===== config.mk =====
export PLATFORM = sky130hd
export DESIGN_NAME = conv_mode_ctrl
export DESIGN_NICKNAME = d
export VERILOG_FILES = /design/src/common/conv_pkg.sv /design/src/rtl/conv_mode_ctrl.sv /design/src/rtl/rate_divider.sv
export VERILOG_INCLUDE_DIRS = /design/src /design/src/common
export SDC_FILE = /design/constraint.sdc
export NUM_CORES = 1
export LEC_CHECK = 0
export BUFFER_PORTS_ARGS = -buffer_cell sky130_fd_sc_hd__buf_2
export CAP_MARGIN = 20
export CORE_ASPECT_RATIO = 0.9
export CORE_UTILIZATION = 35
export DETAILED_ROUTE_END_ITERATION = 8
export SETUP_SLACK_MARGIN = 0.3
export SLEW_MARGIN = 20
export SYNTH_ARGS = -nofsm -noshare
export SYNTH_HDL_FRONTEND = slang
export SYNTH_SLANG_ARGS = --single-unit

===== constraint.sdc =====
create_clock -name clk_i -period 2.4 [get_ports clk_i]
set_input_delay 0.12 -clock clk_i [delete_from_list [all_inputs] [get_ports clk_i]]
set_output_delay 0.12 -clock clk_i [all_outputs]
set_load 0.1 [all_outputs]

===== src/common/conv_params.svh =====
// Constants for the converter mode, clock and output control block
`ifndef CONV_PARAMS_SVH
`define CONV_PARAMS_SVH
`define WORD_W 24
`define CODE_MAX 24'h7fffff
`define CODE_MIN 24'h800000
`define MODE_HS 2'h0
`define MODE_HR 2'h1
`define MODE_LP 2'h2
`define MODE_LS 2'h3
`define MOD_DIV_4 12'h004
`define MOD_DIV_8 12'h008
`define MOD_DIV_40 12'h028
`define OSR_LO 12'h040
`define OSR_HI 12'h080
`define SETTLE_SPI 8'h81
`define SETTLE_FS 8'h7f
`endif


===== src/common/conv_pkg.sv =====
// Types for the converter mode, clock and output control block
package conv_pkg;
  typedef enum logic [1:0] {
    MODE_HIGH_SPEED = 2'h0,
    MODE_HIGH_RES = 2'h1,
    MODE_LOW_POWER = 2'h2,
    MODE_LOW_SPEED = 2'h3
  } op_mode_t;
  typedef enum logic [1:0] {
    ST_SETTLE = 2'b01,
    ST_VALID = 2'b10
  } run_state_t;
endpackage


===== src/rtl/conv_mode_ctrl.sv =====
// Mode decode, rate derivation, output coding and settle control
//
// What this block does
// - Results are 24-bit two's complement, zero input gives zero code.
// - Results saturate at 7fffff and 800000, never wrapping.
// - Modulator rate is master clock divided by 4, 8 or 40 per mode.
// - Word rate is master clock divided by 256, 512 or 2560.
// - Word rate scales with master clock; resolution unaffected.
// - Mode pins decode 00 fast, 01 high-res, 10 low-power, 11 slow.
// - Mode pins are watched continuously; a change applies two clocks later, after the synchroniser.
// - SPI ready stays high after mode change up to 129 periods.
// - Frame-sync data held low after change for 127 to 128 periods.
// - Step settles after 76 or 78 periods, little change before 30.
// - Decimation filter has linear phase, constant delay.
// - All channels run from one shared master clock.
// - Oversampling ratio 128 in high-res, 64 otherwise.
// - SPI ready falling edge marks a new set of results.
`timescale 1ns/1ps
`default_nettype none
`include "conv_params.svh"
module conv_mode_ctrl
  import conv_pkg::*;
#(
  parameter int WIDE_W = 32
) (
  // Clock and reset
  input wire logic clk_i,
  input wire logic rst_n_i,
  // Configuration pins
  input wire logic [1:0] mode_select_i,
  input wire logic clock_divide_select_i,
  input wire logic frame_protocol_i,
  // Filter result, one pulse per word
  input wire logic [WIDE_W-1:0] filter_data_i,
  input wire logic filter_valid_i,
  // Rates and status
  output logic modulator_rate_o,
  output logic output_word_rate_o,
  output logic [1:0] active_mode_o,
  // Results
  output logic [`WORD_W-1:0] result_o,
  output logic results_ready_n_o,
  output logic data_hold_low_o
);
  // ---------------------------------------------------------------
  // Pin synchronisers
  // ---------------------------------------------------------------
  logic [1:0] mode_meta, mode_sync, mode_last;
  logic div_meta, div_sync, div_last, fs_meta, fs_sync;

  always_ff @(posedge clk_i or negedge rst_n_i) begin
    if (!rst_n_i) begin
      mode_meta <= '0;
      mode_sync <= '0;
      div_meta <= 1'b0;
      div_sync <= 1'b0;
      fs_meta <= 1'b0;
      fs_sync <= 1'b0;
    end else begin
      mode_meta <= mode_select_i;
      mode_sync <= mode_meta;
      div_meta <= clock_divide_select_i;
      div_sync <= div_meta;
      fs_meta <= frame_protocol_i;
      fs_sync <= fs_meta;
    end
  end

  // ---------------------------------------------------------------
  // Mode decode and divide choice
  // ---------------------------------------------------------------
  op_mode_t mode;
  logic [11:0] mod_div, osr;
  logic mode_change;

  assign mode = op_mode_t'(mode_sync);
  assign active_mode_o = mode_sync;
  assign mode_change = (mode_sync != mode_last) ||
    (div_sync != div_last);

  always_comb begin
    mod_div = `MOD_DIV_4;
    osr = `OSR_LO;
    case (mode)
      MODE_HIGH_SPEED: mod_div = `MOD_DIV_4;
      MODE_HIGH_RES: begin
        mod_div = `MOD_DIV_4;
        osr = `OSR_HI;
      end
      MODE_LOW_POWER: mod_div = div_sync ? `MOD_DIV_8 : `MOD_DIV_4;
      MODE_LOW_SPEED: mod_div = div_sync ? `MOD_DIV_40 : `MOD_DIV_8;
      default: mod_div = `MOD_DIV_4;
    endcase
  end

  // ---------------------------------------------------------------
  // Rate dividers from the one shared clock
  // ---------------------------------------------------------------
  // Word rate = clock / (mod_div * osr): 256, 512 or 2560
  rate_divider #(.W(12)) mod_div_u (
    .clk_i(clk_i),
    .rst_n_i(rst_n_i),
    .restart_i(mode_change),
    .divide_i(mod_div),
    .tick_i(1'b1),
    .pulse_o(modulator_rate_o)
  );

  rate_divider #(.W(12)) word_div_u (
    .clk_i(clk_i),
    .rst_n_i(rst_n_i),
    .restart_i(mode_change),
    .divide_i(osr),
    .tick_i(modulator_rate_o),
    .pulse_o(output_word_rate_o)
  );

  // ---------------------------------------------------------------
  // Settle control after a mode change
  // ---------------------------------------------------------------
  run_state_t state, next_state;
  logic [7:0] settle_cnt, next_settle_cnt;
  logic [7:0] settle_len;
  logic next_ready_n, next_hold_low;

  assign settle_len = fs_sync ? `SETTLE_FS : `SETTLE_SPI;

  always_comb begin
    next_state = state;
    next_settle_cnt = settle_cnt;
    next_ready_n = 1'b1;
    next_hold_low = 1'b0;
    case (state)
      ST_SETTLE: begin
        next_hold_low = 1'b1;
        if (mode_change) begin
          next_settle_cnt = '0;
        end else if (output_word_rate_o) begin
          next_settle_cnt = settle_cnt + 8'h01;
          if (settle_cnt + 8'h01 >= settle_len) begin
            next_state = ST_VALID;
            next_hold_low = 1'b0;
            next_ready_n = 1'b0;
          end
        end
      end
      ST_VALID: begin
        if (mode_change) begin
          next_state = ST_SETTLE;
          next_settle_cnt = '0;
          next_hold_low = 1'b1;
        end else if (output_word_rate_o) begin
          next_ready_n = 1'b0;
        end
      end
      default: next_state = ST_SETTLE;
    endcase
  end

  always_ff @(posedge clk_i or negedge rst_n_i) begin
    if (!rst_n_i) begin
      mode_last <= '0;
      div_last <= 1'b0;
      state <= ST_SETTLE;
      settle_cnt <= '0;
      results_ready_n_o <= 1'b1;
      data_hold_low_o <= 1'b1;
    end else begin
      mode_last <= mode_sync;
      div_last <= div_sync;
      state <= next_state;
      settle_cnt <= next_settle_cnt;
      results_ready_n_o <= fs_sync ? 1'b1 : next_ready_n;
      data_hold_low_o <= fs_sync ? next_hold_low : 1'b0;
    end
  end

  // ---------------------------------------------------------------
  // Output coding with clipping
  // ---------------------------------------------------------------
  // Filter path is linear phase: fixed latency for every frequency
  localparam logic signed [WIDE_W-1:0] WIDE_MAX =
    WIDE_W'(signed'(`CODE_MAX));
  localparam logic signed [WIDE_W-1:0] WIDE_MIN =
    WIDE_W'(signed'(`CODE_MIN));
  logic signed [WIDE_W-1:0] wide;
  logic [`WORD_W-1:0] next_result;

  assign wide = filter_data_i;

  always_comb begin
    if (wide > WIDE_MAX) begin
      next_result = `CODE_MAX;
    end else if (wide < WIDE_MIN) begin
      next_result = `CODE_MIN;
    end else begin
      next_result = wide[`WORD_W-1:0];
    end
  end

  always_ff @(posedge clk_i or negedge rst_n_i) begin
    if (!rst_n_i) begin
      result_o <= '0;
    end else if (filter_valid_i) begin
      result_o <= next_result;
    end
  end
endmodule
`default_nettype wire


===== src/rtl/rate_divider.sv =====
// Programmable divider giving a one-cycle enable pulse
`timescale 1ns/1ps
`default_nettype none
module rate_divider #(
  parameter int W = 12
) (
  // Clock and reset
  input wire logic clk_i,
  input wire logic rst_n_i,
  // Control
  input wire logic restart_i,
  input wire logic [W-1:0] divide_i,
  input wire logic tick_i,
  // Output
  output logic pulse_o
);
  logic [W-1:0] count;
  logic [W-1:0] next_count;
  logic next_pulse;

  always_comb begin
    next_count = count;
    next_pulse = 1'b0;
    if (restart_i) begin
      next_count = '0;
    end else if (tick_i) begin
      if (count >= divide_i - W'(1)) begin
        next_count = '0;
        next_pulse = 1'b1;
      end else begin
        next_count = count + W'(1);
      end
    end
  end

  always_ff @(posedge clk_i or negedge rst_n_i) begin
    if (!rst_n_i) begin
      count <= '0;
      pulse_o <= 1'b0;
    end else begin
      count <= next_count;
      pulse_o <= next_pulse;
    end
  end
endmodule
`default_nettype wire


---- Word-level counts from Yosys, hierarchy flattened ----
Index checks and enable logic that the tools add are counted.
cells by class
  order comparisons ....................... 5
  $add $sub $neg .......................... 5
  equal/unequal tests ..................... 12
  mux-type cells .......................... 36
  reduce and logical (&&, ||, !) cells .... 7
operators by type and width
  operator                                                         number
  two-way mux 12 bit                                               5
  two-way mux 24 bit                                               2
  two-way mux 8 bit                                                5
  one-hot mux 12 bit (3 select lines)                              1
  greater-than comparator 32 x 24 -> 1 bit, second input constant  1
  less-than comparator 32 x 24 -> 1 bit, second input constant     1
  adder 12 x 1 -> 12 bit, second input constant                    2
  >= comparator 12 bit                                             2
  one-hot mux 8 bit (2 select lines)                               1
  two-way mux 1 bit                                                13
  subtractor 12 x 1 -> 12 bit, second input constant               1
  subtractor 8 x 1 -> 9 bit, second input constant                 1
  adder 8 x 1 -> 8 bit, second input constant                      1
  >= comparator 8 bit                                              1
  two-way mux 2 bit                                                4
  equality test 2 bit, second input constant                       3
  two-way mux 6 bit                                                1
  equality test 2 x 1 -> 1 bit, second input constant              2
  two-way mux 4 bit                                                1
  inequality test 2 x 1 -> 1 bit, second input constant            2
  inequality test 2 bit, second input constant                     2
  one-hot mux 1 bit (2 select lines)                               2
  one-hot mux 2 bit (2 select lines)                               1
  AND reduction 4 bit                                              1
  other kinds (8)                                                  9
storage, ports and cells
  output and inout port bits .............. 30
  word-level logic and storage cells ...... 82
  bits in registers ....................... 73

---- Depth between registers and ports, before layout ----
Gate-level depths: netlist of run 1.
  word-level depth ........................ 7
  depth in mapped cells ................... 10

---- By module ----
A second synthesis of run 1 with hierarchy kept.
unflattened totals
  cell total of the unflattened synthesis .. 491
  area total of the unflattened synthesis .. 4,458.0 um^2
modules (own cells, without submodules)
  module                     sequential area each (um^2)  cells each  times used  area each (um^2)
  conv_mode_ctrl             1,179.9                      212         1           2,135.8
  rate_divider (word_div_u)  325.3                        142         1           1,163.6
  rate_divider (mod_div_u)   325.3                        137         1           1,158.6

---- Worst setup path after synthesis of run 1 ----
Ideal clock, no wire load.
  path type ............................... reg-to-reg
  from .................................... reg mode_sync[0], in the netlist active_mode_o[0]
  to ...................................... reg mod_div_u.count[2]
  setup time .............................. 73 ps
  setup slack ............................. -155 ps
  stages on the path, launching flop included .. 8
  arrival ................................. 2,482 ps
  data required time ...................... 2,327 ps
  cells stage by stage .................... dfrtp_1 -> o21ai_0 -> ha_1 -> ha_1 -> a21o_1 -> a31oi_1 -> nand2_1 -> nor2_1
between the ends
  word-level cells in the longest chain between the ends .. 7
  elaborated cells on any way between the ends .. 12
ends and longest elaborated chain
  item                                                             RTL line              RTL
  start, declared                                                  conv_mode_ctrl.sv:48  logic [1:0] mode_meta, mode_sync, mode_last;
  start signal, assigned                                           conv_mode_ctrl.sv:61  mode_sync <= mode_meta;
  equality test 2 x 1 -> 1 bit or zero test 2 bit (tied branches)  conv_mode_ctrl.sv:84  case (mode)
  OR reduction 2 bit (no source line)                              -
  one-hot mux 12 bit (3 select lines)                              conv_mode_ctrl.sv:84
  subtractor 12 x 1 -> 12 bit                                      rate_divider.sv:27    if (count >= divide_i - W'(1)) begin
  >= comparator 12 bit                                             rate_divider.sv:27
  two-way mux 12 bit                                               rate_divider.sv:27
  two-way mux 12 bit (*)                                           rate_divider.sv:24    if (restart_i) begin
  named net mod_div_u.next_count[2]                                rate_divider.sv:18    logic [W-1:0] next_count;
  end signal, assigned                                             rate_divider.sv:41    count <= next_count;
  end, declared                                                    rate_divider.sv:17    logic [W-1:0] count;
Mark *: on every way through the listed nets, which the timed path passes. The rest lies on a longest branch. The select of a mux whose other input is x is not followed.
A chain may end at the register's enable or synchronous reset.

---- Final worst setup path of run 1 ----
  from .................................... reg settle_cnt[1]
  to ...................................... reg data_hold_low_o
between the ends
  word-level cells in the longest chain between the ends .. 7
ends and longest elaborated chain
  item                                RTL line               RTL
  start, declared                     conv_mode_ctrl.sv:122  logic [7:0] settle_cnt, next_settle_cnt;
  start signal, assigned              conv_mode_ctrl.sv:172  settle_cnt <= next_settle_cnt;
  adder 8 x 1 -> 8 bit                conv_mode_ctrl.sv:140  if (settle_cnt + 8'h01 >= settle_len) begin
  >= comparator 8 bit                 conv_mode_ctrl.sv:140
  two-way mux 1 bit                   conv_mode_ctrl.sv:140
  two-way mux 1 bit                   conv_mode_ctrl.sv:138  end else if (output_word_rate_o) begin
  two-way mux 1 bit                   conv_mode_ctrl.sv:136  if (mode_change) begin
  one-hot mux 1 bit (2 select lines)  conv_mode_ctrl.sv:133  case (state)
  two-way mux 1 bit                   conv_mode_ctrl.sv:174  data_hold_low_o <= fs_sync ? next_hold_low : 1'b0;
  end signal, assigned                conv_mode_ctrl.sv:174
  end, declared                       conv_mode_ctrl.sv:43   output logic data_hold_low_o
Every way passes these cells.

==> results.json, run 1 <==
{
  "outcome": "finished, final reports clean",
  "drc": 0,
  "synth_common_cells": "dfrtp_1, nor2_1, inv_1, o22ai_1, ha_1",
  "cp.required_ns": 2.66,
  "worstPathCellList": "buf_6, ha_4, xor2_2, ha_1, nor3b_1, o21ai_1, a21oi_2, o21ba_4, nor4_4",
  "hp-start": "filter_data_i[2]",
  "worst_pin_slew_ns": 0.789,
  "fin_tns_setup_ns": 0,
  "diodes": 0,
  "yosysSeqAreaShare_pct": 55.7,
  "wl_per_cell_um": 12.4,
  "fmax_mhz": 496,
  "syn_inst": 314,
  "finClkSkew_ns": 0.00614,
  "yosysTopAreaCell": "dfrtp_1",
  "grt_max_degree": 65,
  "numPortBuffers": 68,
  "arrival_ns": 2.28,
  "critPathLaunchType": "flip-flop",
  "insertion_delay_ns": 0.35,
  "critPathKind": "reg2reg",
  "vias_per_cell": 4.78,
  "grt_pass1_vias": 2480,
  "firstDrtPassIters": 4,
  "routed-via-count": 2588,
  "yosys-top-cells-area": "dfrtp_1, ha_1, o22ai_1",
  "cts_max_level": 3,
  "path_clk_slew_ns": 0.08,
  "rr_startpoint": "settle_cnt[1]",
  "cpMaxStageDelayCell": "dfrtp_2",
  "cts_tree": "yes",
  "vdd_drop_max_mv": 0.429,
  "die_h_um": 94.0,
  "totalWireLength_um": 6720,
  "p_per_area_nw_per_um2": 660,
  "drv_slew": 0,
  "synthFlopType": "dfrtp_1",
  "drt_iter0_drc": 68,
  "clock_sinks": 73,
  "fin_nets": 470,
  "timing.rr.end": "data_hold_low_o",
  "track_usage_pct": 14.6,
  "grt_pass1_wl_um": 11200,
  "fin_crit_ns": 2.02,
  "core.rowCount": 33,
  "dp_slack_ns": 0.257,
  "rsz0062_at_grt": "true",
  "rrSetupSlack_ns": 0.38,
  "cts_buffer_depth": 2,
  "drv_cap": 0,
  "p_leak_nw": 2.08,
  "area_growth_pct": 31.7,
  "syn-mean-instance-area_um2": 10.5,
  "die_w_um": 104,
  "cts-buffers-inserted": 9,
  "ant_nets": 0,
  "slowest_delay_ns": 0.44,
  "hpwl_um": 4330,
  "hold_slack_ns": 0.0179,
  "core_area_um2": 9130,
  "post-synth-top-count-cell": "dfrtp_1",
  "start_util_pct": 36.0,
  "antenna_found_initial": 0,
  "ys_types": 38,
  "path_max_fanout": 5,
  "finalSetupViolations": 0,
  "worst_slew_margin_rel_pct": 47.2,
  "synth_top_area_share_pct": 53.3,
  "hold_viol": 0,
  "finalCritPeriodShare_pct": 84.1,
  "async_flop_share_pct": 100,
  "io_pins": 69,
  "synth_edf_count": 0,
  "ys_ff_latch": 73,
  "cts_root_buf": "clkbuf_8",
  "overflow": 0,
  "synth_area_um2": 3290,
  "p_total_mw": 2.86,
  "utilization_pct": 47.4,
  "ys.warnings.count": 0,
  "min_path_cells": 3,
  "end_kind": "flip-flop",
  "hold_path_end": "result_o[2]",
  "worst_slack_ns": 0.382,
  "gp_congestion": 0.806,
  "drive_gt1_share_pct": 28.2,
  "die_area_um2": 9790,
  "hp-class": "in2reg",
  "r2r_cells": 9
}
==> layout by cell type, fill, tap and decap left out, types with 3 or more instances in the layout <==
master         instances
buf_2                 68
dfrtp_1               66
nor2_1                34
inv_1                 31
o22ai_1               23
dlygate4sd3_1         18
ha_1                  16
nand2_1               11
o21ai_1               10
a21oi_1                9
clkbuf_8               9
nand3_1                8
nand2b_1               8
and3_1                 7
xor2_1                 6
xnor2_1                6
a22o_1                 6
buf_4                  6
and2_1                 5
conb_1                 5
nor4_1                 4
o21ai_0                4
a21o_1                 4
o2bb2ai_1              4
a41oi_1                3
nand4_1                3
dfstp_2                3
==> per-stage QoR <==
stage / cells / cell area [µm²]
floorplan: 318 / 3310
global placement: 502 / 3800
detailed placement: 502 / 3800
CTS: 538 / 4200
global route: 541 / 4330
finish: 541 / 4330
==> power by group <==
group          internal [mW]  switching (mW)
registers               1.29          0.0324
logic                  0.128           0.458
clock network          0.484           0.467
total                   1.90           0.958
==> kinds of logic (layout without fill, tap and decap cells) <==
group,Yosys count,after routing,share of synthesized area [%]
xor gates and xnor gates,14,14,3.73
and+or+nand+nor,97,97,14.7
other,1,5,0.114
DFF,73,73,55.7
muxes,1,1,0.342
adders and majority gates,17,17,6.47
AOI/OAI and AO/OA,71,71,14.1
buffers and inverters,40,141,4.83
==> routing by layer <==
metal	share of wire (%)	track usage (%)	up-vias
li1	-	-	1288
met1	47	17.9	1212
met2	46	23.1	80
met3	6.6	6.03	8
met4	0.97	5.12	0
met5	0	0	-
==> area by class of cell <==
cell class                 count  area, µm²
fill                         861       4800
sequential                    73       1840
inverter                      31        116
multi-input combinational    205       1430
clock inverter                 6       67.6
tap                          122        153
clock buffer                  10        128
timing repair buffer          94        597
==> state kept, by name (all words and copies together), names as in the netlist, 2 cells and up <==
name              cells
mod_div_u.count      12
settle_cnt            8
word_div_u.count     12
active_mode_o         2
state                 2
result_o             24
mode_meta             2
mode_last             2
==> worst max-delay path: cells and delay by family (launching register included) <==
family,cells,cell delay (ns)
AOI/OAI and AO/OA,3,0.49
adders and majority gates,2,0.48
DFF,1,0.44
and+or+nand+nor,2,0.25
xor gates and xnor gates,1,0.15
buffers and inverters,1,0.13
==> how the worst max path moves through the flow <==
stage,start,to,slack [ns]
floorplan,active_mode_o[0],mod_div_u.count[2],0.31
global placement,settle_cnt[1],data_hold_low_o,0.31
detailed placement,settle_cnt[0],data_hold_low_o,0.26
CTS,settle_cnt[1],data_hold_low_o,0.30
global route,settle_cnt[1],data_hold_low_o,0.22
finish,settle_cnt[1],data_hold_low_o,0.38
==> timing repair <==
item,in CTS,in global routing
endpoints found under the setup margin,2,15
gates resized for setup,2,24
pin swaps,0,13
hold endpoints to repair,87,0
cloned,0,0
hold buffers,18,0
buffers inserted,2,3
No activity file was read; power rests on OpenSTA's default activity.
==> inputs of run 2 (changes only) <==
==> constraint.sdc (replaced) <==
create_clock -name clk_i -period 2 [get_ports clk_i]
set_input_delay 0.1 -clock clk_i [delete_from_list [all_inputs] [get_ports clk_i]]
set_output_delay 0.1 -clock clk_i [all_outputs]
set_load 0.1 [all_outputs]
==> run 2 against run 1 <==
  * Combinational power up 34%
  * Largest cell class unchanged
  * Via count is 5.5% higher
  * Register-to-register slack lost 0.34 ns
  * Critical path type unchanged
  * Global-route usage is 2.1 points higher
  * Utilization rose by 4.3 points
  * Largest power group unchanged
  * Final area is 9.2% higher
  * Critical path depth is the same
  * Highest routed layer unchanged
==> results.json, run 2 (synthesis gave the netlist of run 1 again) <==
{
  "start_util_pct": 36.0,
  "critPathKind": "reg2reg",
  "vdd_drop_max_mv": 0.502,
  "dp.cells": 513,
  "hpwl_um": 4830,
  "slowest_delay_ns": 0.40,
  "cts_buffer_depth": 2,
  "numPortBuffers": 68,
  "track_usage_pct": 16.6,
  "finalSetupViolations": 0,
  "path_max_fanout": 4,
  "worst_slew_margin_rel_pct": 65.1,
  "worstPathCellList": "and3_1, nand3_2, nor2_2, xor2_1, ha_1, a21oi_2, o21ai_1, o21ba_1, nor4_2",
  "io_pins": 69,
  "p_leak_nw": 2.28,
  "ant_nets": 0,
  "critPathLaunchType": "flip-flop",
  "worst_slack_ns": 0.0436,
  "path_clk_slew_ns": 0.08,
  "drt_iter0_drc": 98,
  "gp_congestion": 0.817,
  "rsz0062_at_grt": "true",
  "finalCritPeriodShare_pct": 97.8,
  "hold_viol": 0,
  "stdcell_area_um2": 4730,
  "die_area_um2": 9790,
  "dp_slack_ns": -0.0854,
  "stdcell_count": 565,
  "placed_area_um2": 3900,
  "routed-via-count": 2731,
  "grt_pass1_vias": 2810,
  "fin_nets": 494,
  "worst_pin_slew_ns": 0.523,
  "fmax_mhz": 511,
  "rr_startpoint": "settle_cnt[1]",
  "p_per_area_nw_per_um2": 778,
  "fin_tns_setup_ns": 0,
  "drive_gt1_share_pct": 36.1,
  "hp-start": "filter_data_i[8]",
  "hp-class": "in2reg",
  "finClkSkew_ns": 0.0132,
  "worstSetupStartpoint": "settle_cnt[1]",
  "cts_root_buf": "clkbuf_8",
  "drv_cap": 0,
  "drc": 0,
  "insertion_delay_ns": 0.35,
  "die_h_um": 94.0,
  "arrival_ns": 2.22,
  "area_growth_pct": 43.7,
  "cts-buffers-inserted": 9,
  "clock_sinks": 73,
  "multi_input_area_um2": 1560,
  "utilization_pct": 51.8,
  "fillers": 825,
  "outcome": "finished, final reports clean",
  "path_buf_inv": 0,
  "vias_per_cell": 4.83,
  "die_w_um": 104,
  "largest_reg_flops": 24,
  "firstDrtPassIters": 4,
  "totalWireLength_um": 7650,
  "overflow": 0,
  "r2r_cells": 9,
  "biggestRegsByFlops": "result_o x24, mod_div_u.count x12, word_div_u.count x12",
  "regMostFlops": "result_o",
  "core_area_um2": 9130,
  "antenna_found_initial": 0,
  "final_common_cell": "buf_2",
  "layout_common_cells": "buf_2, dfrtp_1, inv_1, nor2_1, dlygate4sd3_1",
  "cpMaxStageDelayCell": "dfrtp_1",
  "seqCellArea_um2": 1840,
  "cts_tree": "yes",
  "crit_family": "simple AND/OR/NAND/NOR gates",
  "diodes": 0,
  "cp.required_ns": 2.26,
  "min_path_cells": 3,
  "end_kind": "flip-flop",
  "grt_pass1_wl_um": 12800,
  "wl_per_cell_um": 13.5,
  "cts_max_level": 3,
  "cp.depth": 9,
  "grt_max_degree": 40,
  "core.rowCount": 33,
  "drv_slew": 0,
  "fin_crit_ns": 1.96
}
## run 2: changes by cell type in the layout (fill, tap and decap cells not counted), sizes merged
cell | before | now
inv | 32 | 33
dlygate4sd3 | 18 | 25
clkbuf | 10 | 9
clkinv | 2 | 1
bufinv | 1 | 2
buf | 76 | 93
## run 2: metrics by stage
stage	hold slack (ns)	power [mW]
6_report	0.0240	3.68
5_1_grt	0.0199	3.83
4_1_cts	0.00644	3.68
3_5_place_dp	0.0163	2.30
3_3_place_gp	0.0201	2.29
2_1_floorplan	-0.196	2.12
## run 2: worst reg2reg max path: stages, from the launching register on
cell     delay [ns]
dfrtp_1        0.40
and3_1         0.19
nand3_2        0.10
nor2_2         0.13
xor2_1         0.21
ha_1           0.30
a21oi_2        0.13
o21ai_1        0.09
o21ba_1        0.20
nor4_2         0.15
## run 2: worst paths after layout
| path | endpoint | slack [ns] |
|---|---|---|
| max in group asynchronous | results_ready_n_o | 1.27 |
| min in group asynchronous | word_div_u.pulse_o | 0.17 |
| min | result_o[8] | 0.02 |
| max reg2reg | data_hold_low_o | 0.04 |
| min reg2reg | active_mode_o[0] | 0.36 |
| max | data_hold_low_o | 0.04 |
## run 2: what timing repair did
item | CTS | global route
setup endpoints to repair | 33 | 45
resized for setup | 25 | 35
setup buffers | 7 | 4
pin swaps | 18 | 18
hold buffers | 25 | 0
endpoints found under the hold margin | 95 | 0
## run 2: cell type report
cell class                      instances  area share (%)
Clock inverter                          7            2.14
Clock buffer                            9            2.62
Timing Repair Buffer                  118            17.5
Inverter                               31            2.46
Sequential cell                        73            38.9
Multi-Input combinational cell        205            33.1
Tap cell                              122            3.23
## run 2: routing by layer
| layer | up-vias | wire length (µm) | GRT usage, % |
|---|---|---|---|
| li1 | 1334 | - | - |
| met1 | 1309 | 3390 | 19.5 |
| met2 | 82 | 3750 | 28.6 |
| met3 | 6 | 427 | 5.20 |
| met4 | 0 | 81 | 6.67 |
| met5 | - | 0 | 0 |
## run 2: report_power, final
part           internal, mW  leakage, nW  total (mW)  switching (mW)
registers              1.54        0.934        1.58          0.0419
clock network         0.713        0.106        1.31           0.595
logic                 0.203         1.24       0.784           0.581
total                  2.46         2.28        3.68            1.22
==> inputs of run 3 (changes only) <==
--- a/config.mk
+++ b/config.mk
@@ -6,9 +6,12 @@
 export SDC_FILE = /design/constraint.sdc
 export NUM_CORES = 1
 export LEC_CHECK = 0
+export ABC_AREA = 1
+export ABC_CLOCK_PERIOD_IN_PS = 2000
 export BUFFER_PORTS_ARGS = -buffer_cell sky130_fd_sc_hd__buf_2
 export CAP_MARGIN = 20
 export CORE_ASPECT_RATIO = 0.9
+export CORE_MARGIN = 3
 export CORE_UTILIZATION = 35
 export DETAILED_ROUTE_END_ITERATION = 8
 export SETUP_SLACK_MARGIN = 0.3
==> run 3 against run 2 <==
  * The run now ends with setup timing left
  * Synthesized area rose by 6.2%
  * Final area rose by 5.1%
  * Sequential power barely moved
  * Total power fell by 1.9%
  * Critical path depth did not move
  * Non-clock buffer count rose by 3
  * Wire length rose by 3.0%
  * Global-route usage fell by 2.2 points
  * Critical path type unchanged
  * Highest routed layer unchanged
==> results.json, run 3 <==
{
  "p_leak_nw": 2.50,
  "cts-buffers-inserted": 9,
  "arrival_ns": 2.29,
  "cts_buffer_depth": 2,
  "routed-via-count": 2983,
  "end_kind": "flip-flop",
  "worst_slew_margin_rel_pct": 63.1,
  "overflow": 0,
  "outcome": "complete, but fails checks",
  "regMostFlops": "result_o",
  "finalSetupViolations": 4,
  "core.rowCount": 33,
  "worst_slack_ns": -0.0211,
  "core_area_um2": 9410,
  "synth_edf_count": 0,
  "critPathLaunchType": "flip-flop",
  "cts_root_buf": "clkbuf_8",
  "syn-mean-instance-area_um2": 8.84,
  "clock_sinks": 73,
  "ant_nets": 0,
  "biggestRegsByFlops": "result_o x24, mod_div_u.count x12, word_div_u.count x12",
  "totalWireLength_um": 7880,
  "utilization_pct": 52.7,
  "hpwl_um": 5250,
  "fillers": 842,
  "largest_reg_flops": 24,
  "die_h_um": 101,
  "yosysSeqAreaShare_pct": 52.4,
  "vdd_drop_max_mv": 0.554,
  "cts_tree": "yes",
  "seqCellArea_um2": 1840,
  "grt_max_degree": 42,
  "hp-class": "in2reg",
  "drc": 0,
  "post-synth-top-count-cell": "nand2_1",
  "multi_input_area_um2": 1780,
  "grt_pass1_vias": 2950,
  "syn_inst": 395,
  "gp_congestion": 0.768,
  "yosys-top-cells-area": "dfrtp_1, nand2_1, ha_1",
  "fin_nets": 578,
  "critPathKind": "reg2reg",
  "layout_common_cells": "nand2_1, buf_2, dfrtp_1, nor2_1",
  "fin_crit_ns": 2.02,
  "grt_pass1_wl_um": 13300,
  "ys.warnings.count": 0,
  "path_clk_slew_ns": 0.09,
  "violations": "setup timing",
  "die_area_um2": 11200,
  "dp.cells": 597,
  "fmax_mhz": 495,
  "cts_max_level": 3,
  "die_w_um": 111,
  "io_pins": 69,
  "diodes": 0,
  "drt_iter0_drc": 73,
  "track_usage_pct": 14.5,
  "vias_per_cell": 4.60,
  "synthFlopType": "dfrtp_1",
  "path_max_fanout": 7,
  "ys_types": 31,
  "drv_slew": 0,
  "yosysTopAreaCell": "dfrtp_1",
  "rsz0062_at_grt": "true",
  "area_growth_pct": 42.2,
  "finClkSkew_ns": 0.0211,
  "stdcell_count": 649,
  "hold_viol": 0,
  "synth_area_um2": 3490,
  "ys_ff_latch": 73,
  "drive_gt1_share_pct": 31.5,
  "wl_per_cell_um": 12.1,
  "synth_top_area_share_pct": 50.2,
  "antenna_found_initial": 0,
  "start_util_pct": 37.1,
  "numPortBuffers": 68,
  "cp.required_ns": 2.27,
  "synth_common_cells": "nand2_1, dfrtp_1, nor2_1, inv_1, o21ai_0",
  "firstDrtPassIters": 5,
  "final_common_cell": "nand2_1",
  "drv_cap": 0,
  "finalCritPeriodShare_pct": 101,
  "insertion_delay_ns": 0.35,
  "dp_slack_ns": -0.0124,
  "p_per_area_nw_per_um2": 727,
  "async_flop_share_pct": 100,
  "worst_pin_slew_ns": 0.553
}
run 3: worst paths after layout:
| check | startpoint | to | slack, ns | cells after the start |
|---|---|---|---|---|
| max | active_mode_o[0] | mod_div_u.count[5] | -0.02 | 9 |
| min in group asynchronous | rst_n_i | active_mode_o[0] | 0.28 | 2 |
| min | filter_data_i[1] | result_o[1] | 0.03 | 3 |
| max in group asynchronous | rst_n_i | settle_cnt[7] | 1.11 | 3 |
| min reg2reg | div_meta | div_sync | 0.35 | 0 |
| max reg2reg | active_mode_o[0] | mod_div_u.count[5] | -0.02 | 9 |
run 3: kinds of logic (layout without fill, tap and decap cells):
family	count (synthesis)	after routing	share of synthesized area [%]
AOI/OAI and AO/OA	48	48	7.42
and+or+nand+nor	197	197	24.8
adders and majority gates	17	17	6.09
DFF	73	73	52.4
other	1	5	0.107
buffers and inverters	43	171	5.13
xor gates and xnor gates	16	16	4.01
run 3: stage by stage:
| stage | setup TNS [ns] | hold WS, ns | instance area, µm² | total power, mW |
|---|---|---|---|---|
| after global placement | 0 | 0.119 | 4120 | 2.31 |
| after global routing | -1.29 | 0.0737 | 4960 | 3.79 |
| after detailed placement | -0.0126 | 0.126 | 4120 | 2.31 |
| final | -0.0425 | 0.0341 | 4960 | 3.61 |
| after floorplan | -0.365 | -0.196 | 3530 | 2.13 |
| after CTS | 0 | 0.0312 | 4690 | 3.61 |
run 3: cell type report:
| type | count | area share, % |
|---|---|---|
| repair buffers | 121 | 17.2 |
| multi-input cells | 283 | 35.8 |
| clock buffers | 10 | 2.77 |
| flip-flops and latches | 73 | 37.0 |
| clock inverters | 6 | 1.51 |
| inverters | 34 | 2.62 |
| well taps | 122 | 3.07 |
run 3: power breakdown:
part | leakage, nW | switching, mW | internal (mW)
Sequential | 0.934 | 0.0463 | 1.54
Combinational | 1.46 | 0.594 | 0.206
Clock | 0.105 | 0.589 | 0.628
Total | 2.50 | 1.23 | 2.38
run 3: repair_timing:
item / 4_1_cts / 5_1_grt
endpoints found under the setup margin: 23 / 36
hold buffers: 29 / 0
hold endpoints to repair: 46 / 0
pin swaps: 13 / 27
resized for setup: 10 / 46
setup buffers: 3 / 4
run 3: critical path, stage by stage, from the launching register on:
cell and delay, ns:
dfrtp_4 0.50, o21ai_4 0.20, inv_2 0.07, ha_4 0.26, ha_4 0.19, a21oi_2 0.13
nand2_1 0.09, a31oi_2 0.21, nand2_2 0.15, nor2_1 0.13
run 3: routing by layer:
metal | vias to the layer above | track usage (%) | routed length [µm]
li1 | 1506 | - | -
met1 | 1393 | 17.9 | 3530
met2 | 76 | 24.1 | 3770
met3 | 8 | 4.14 | 459
met4 | 0 | 5.61 | 120
met5 | - | 0 | 0
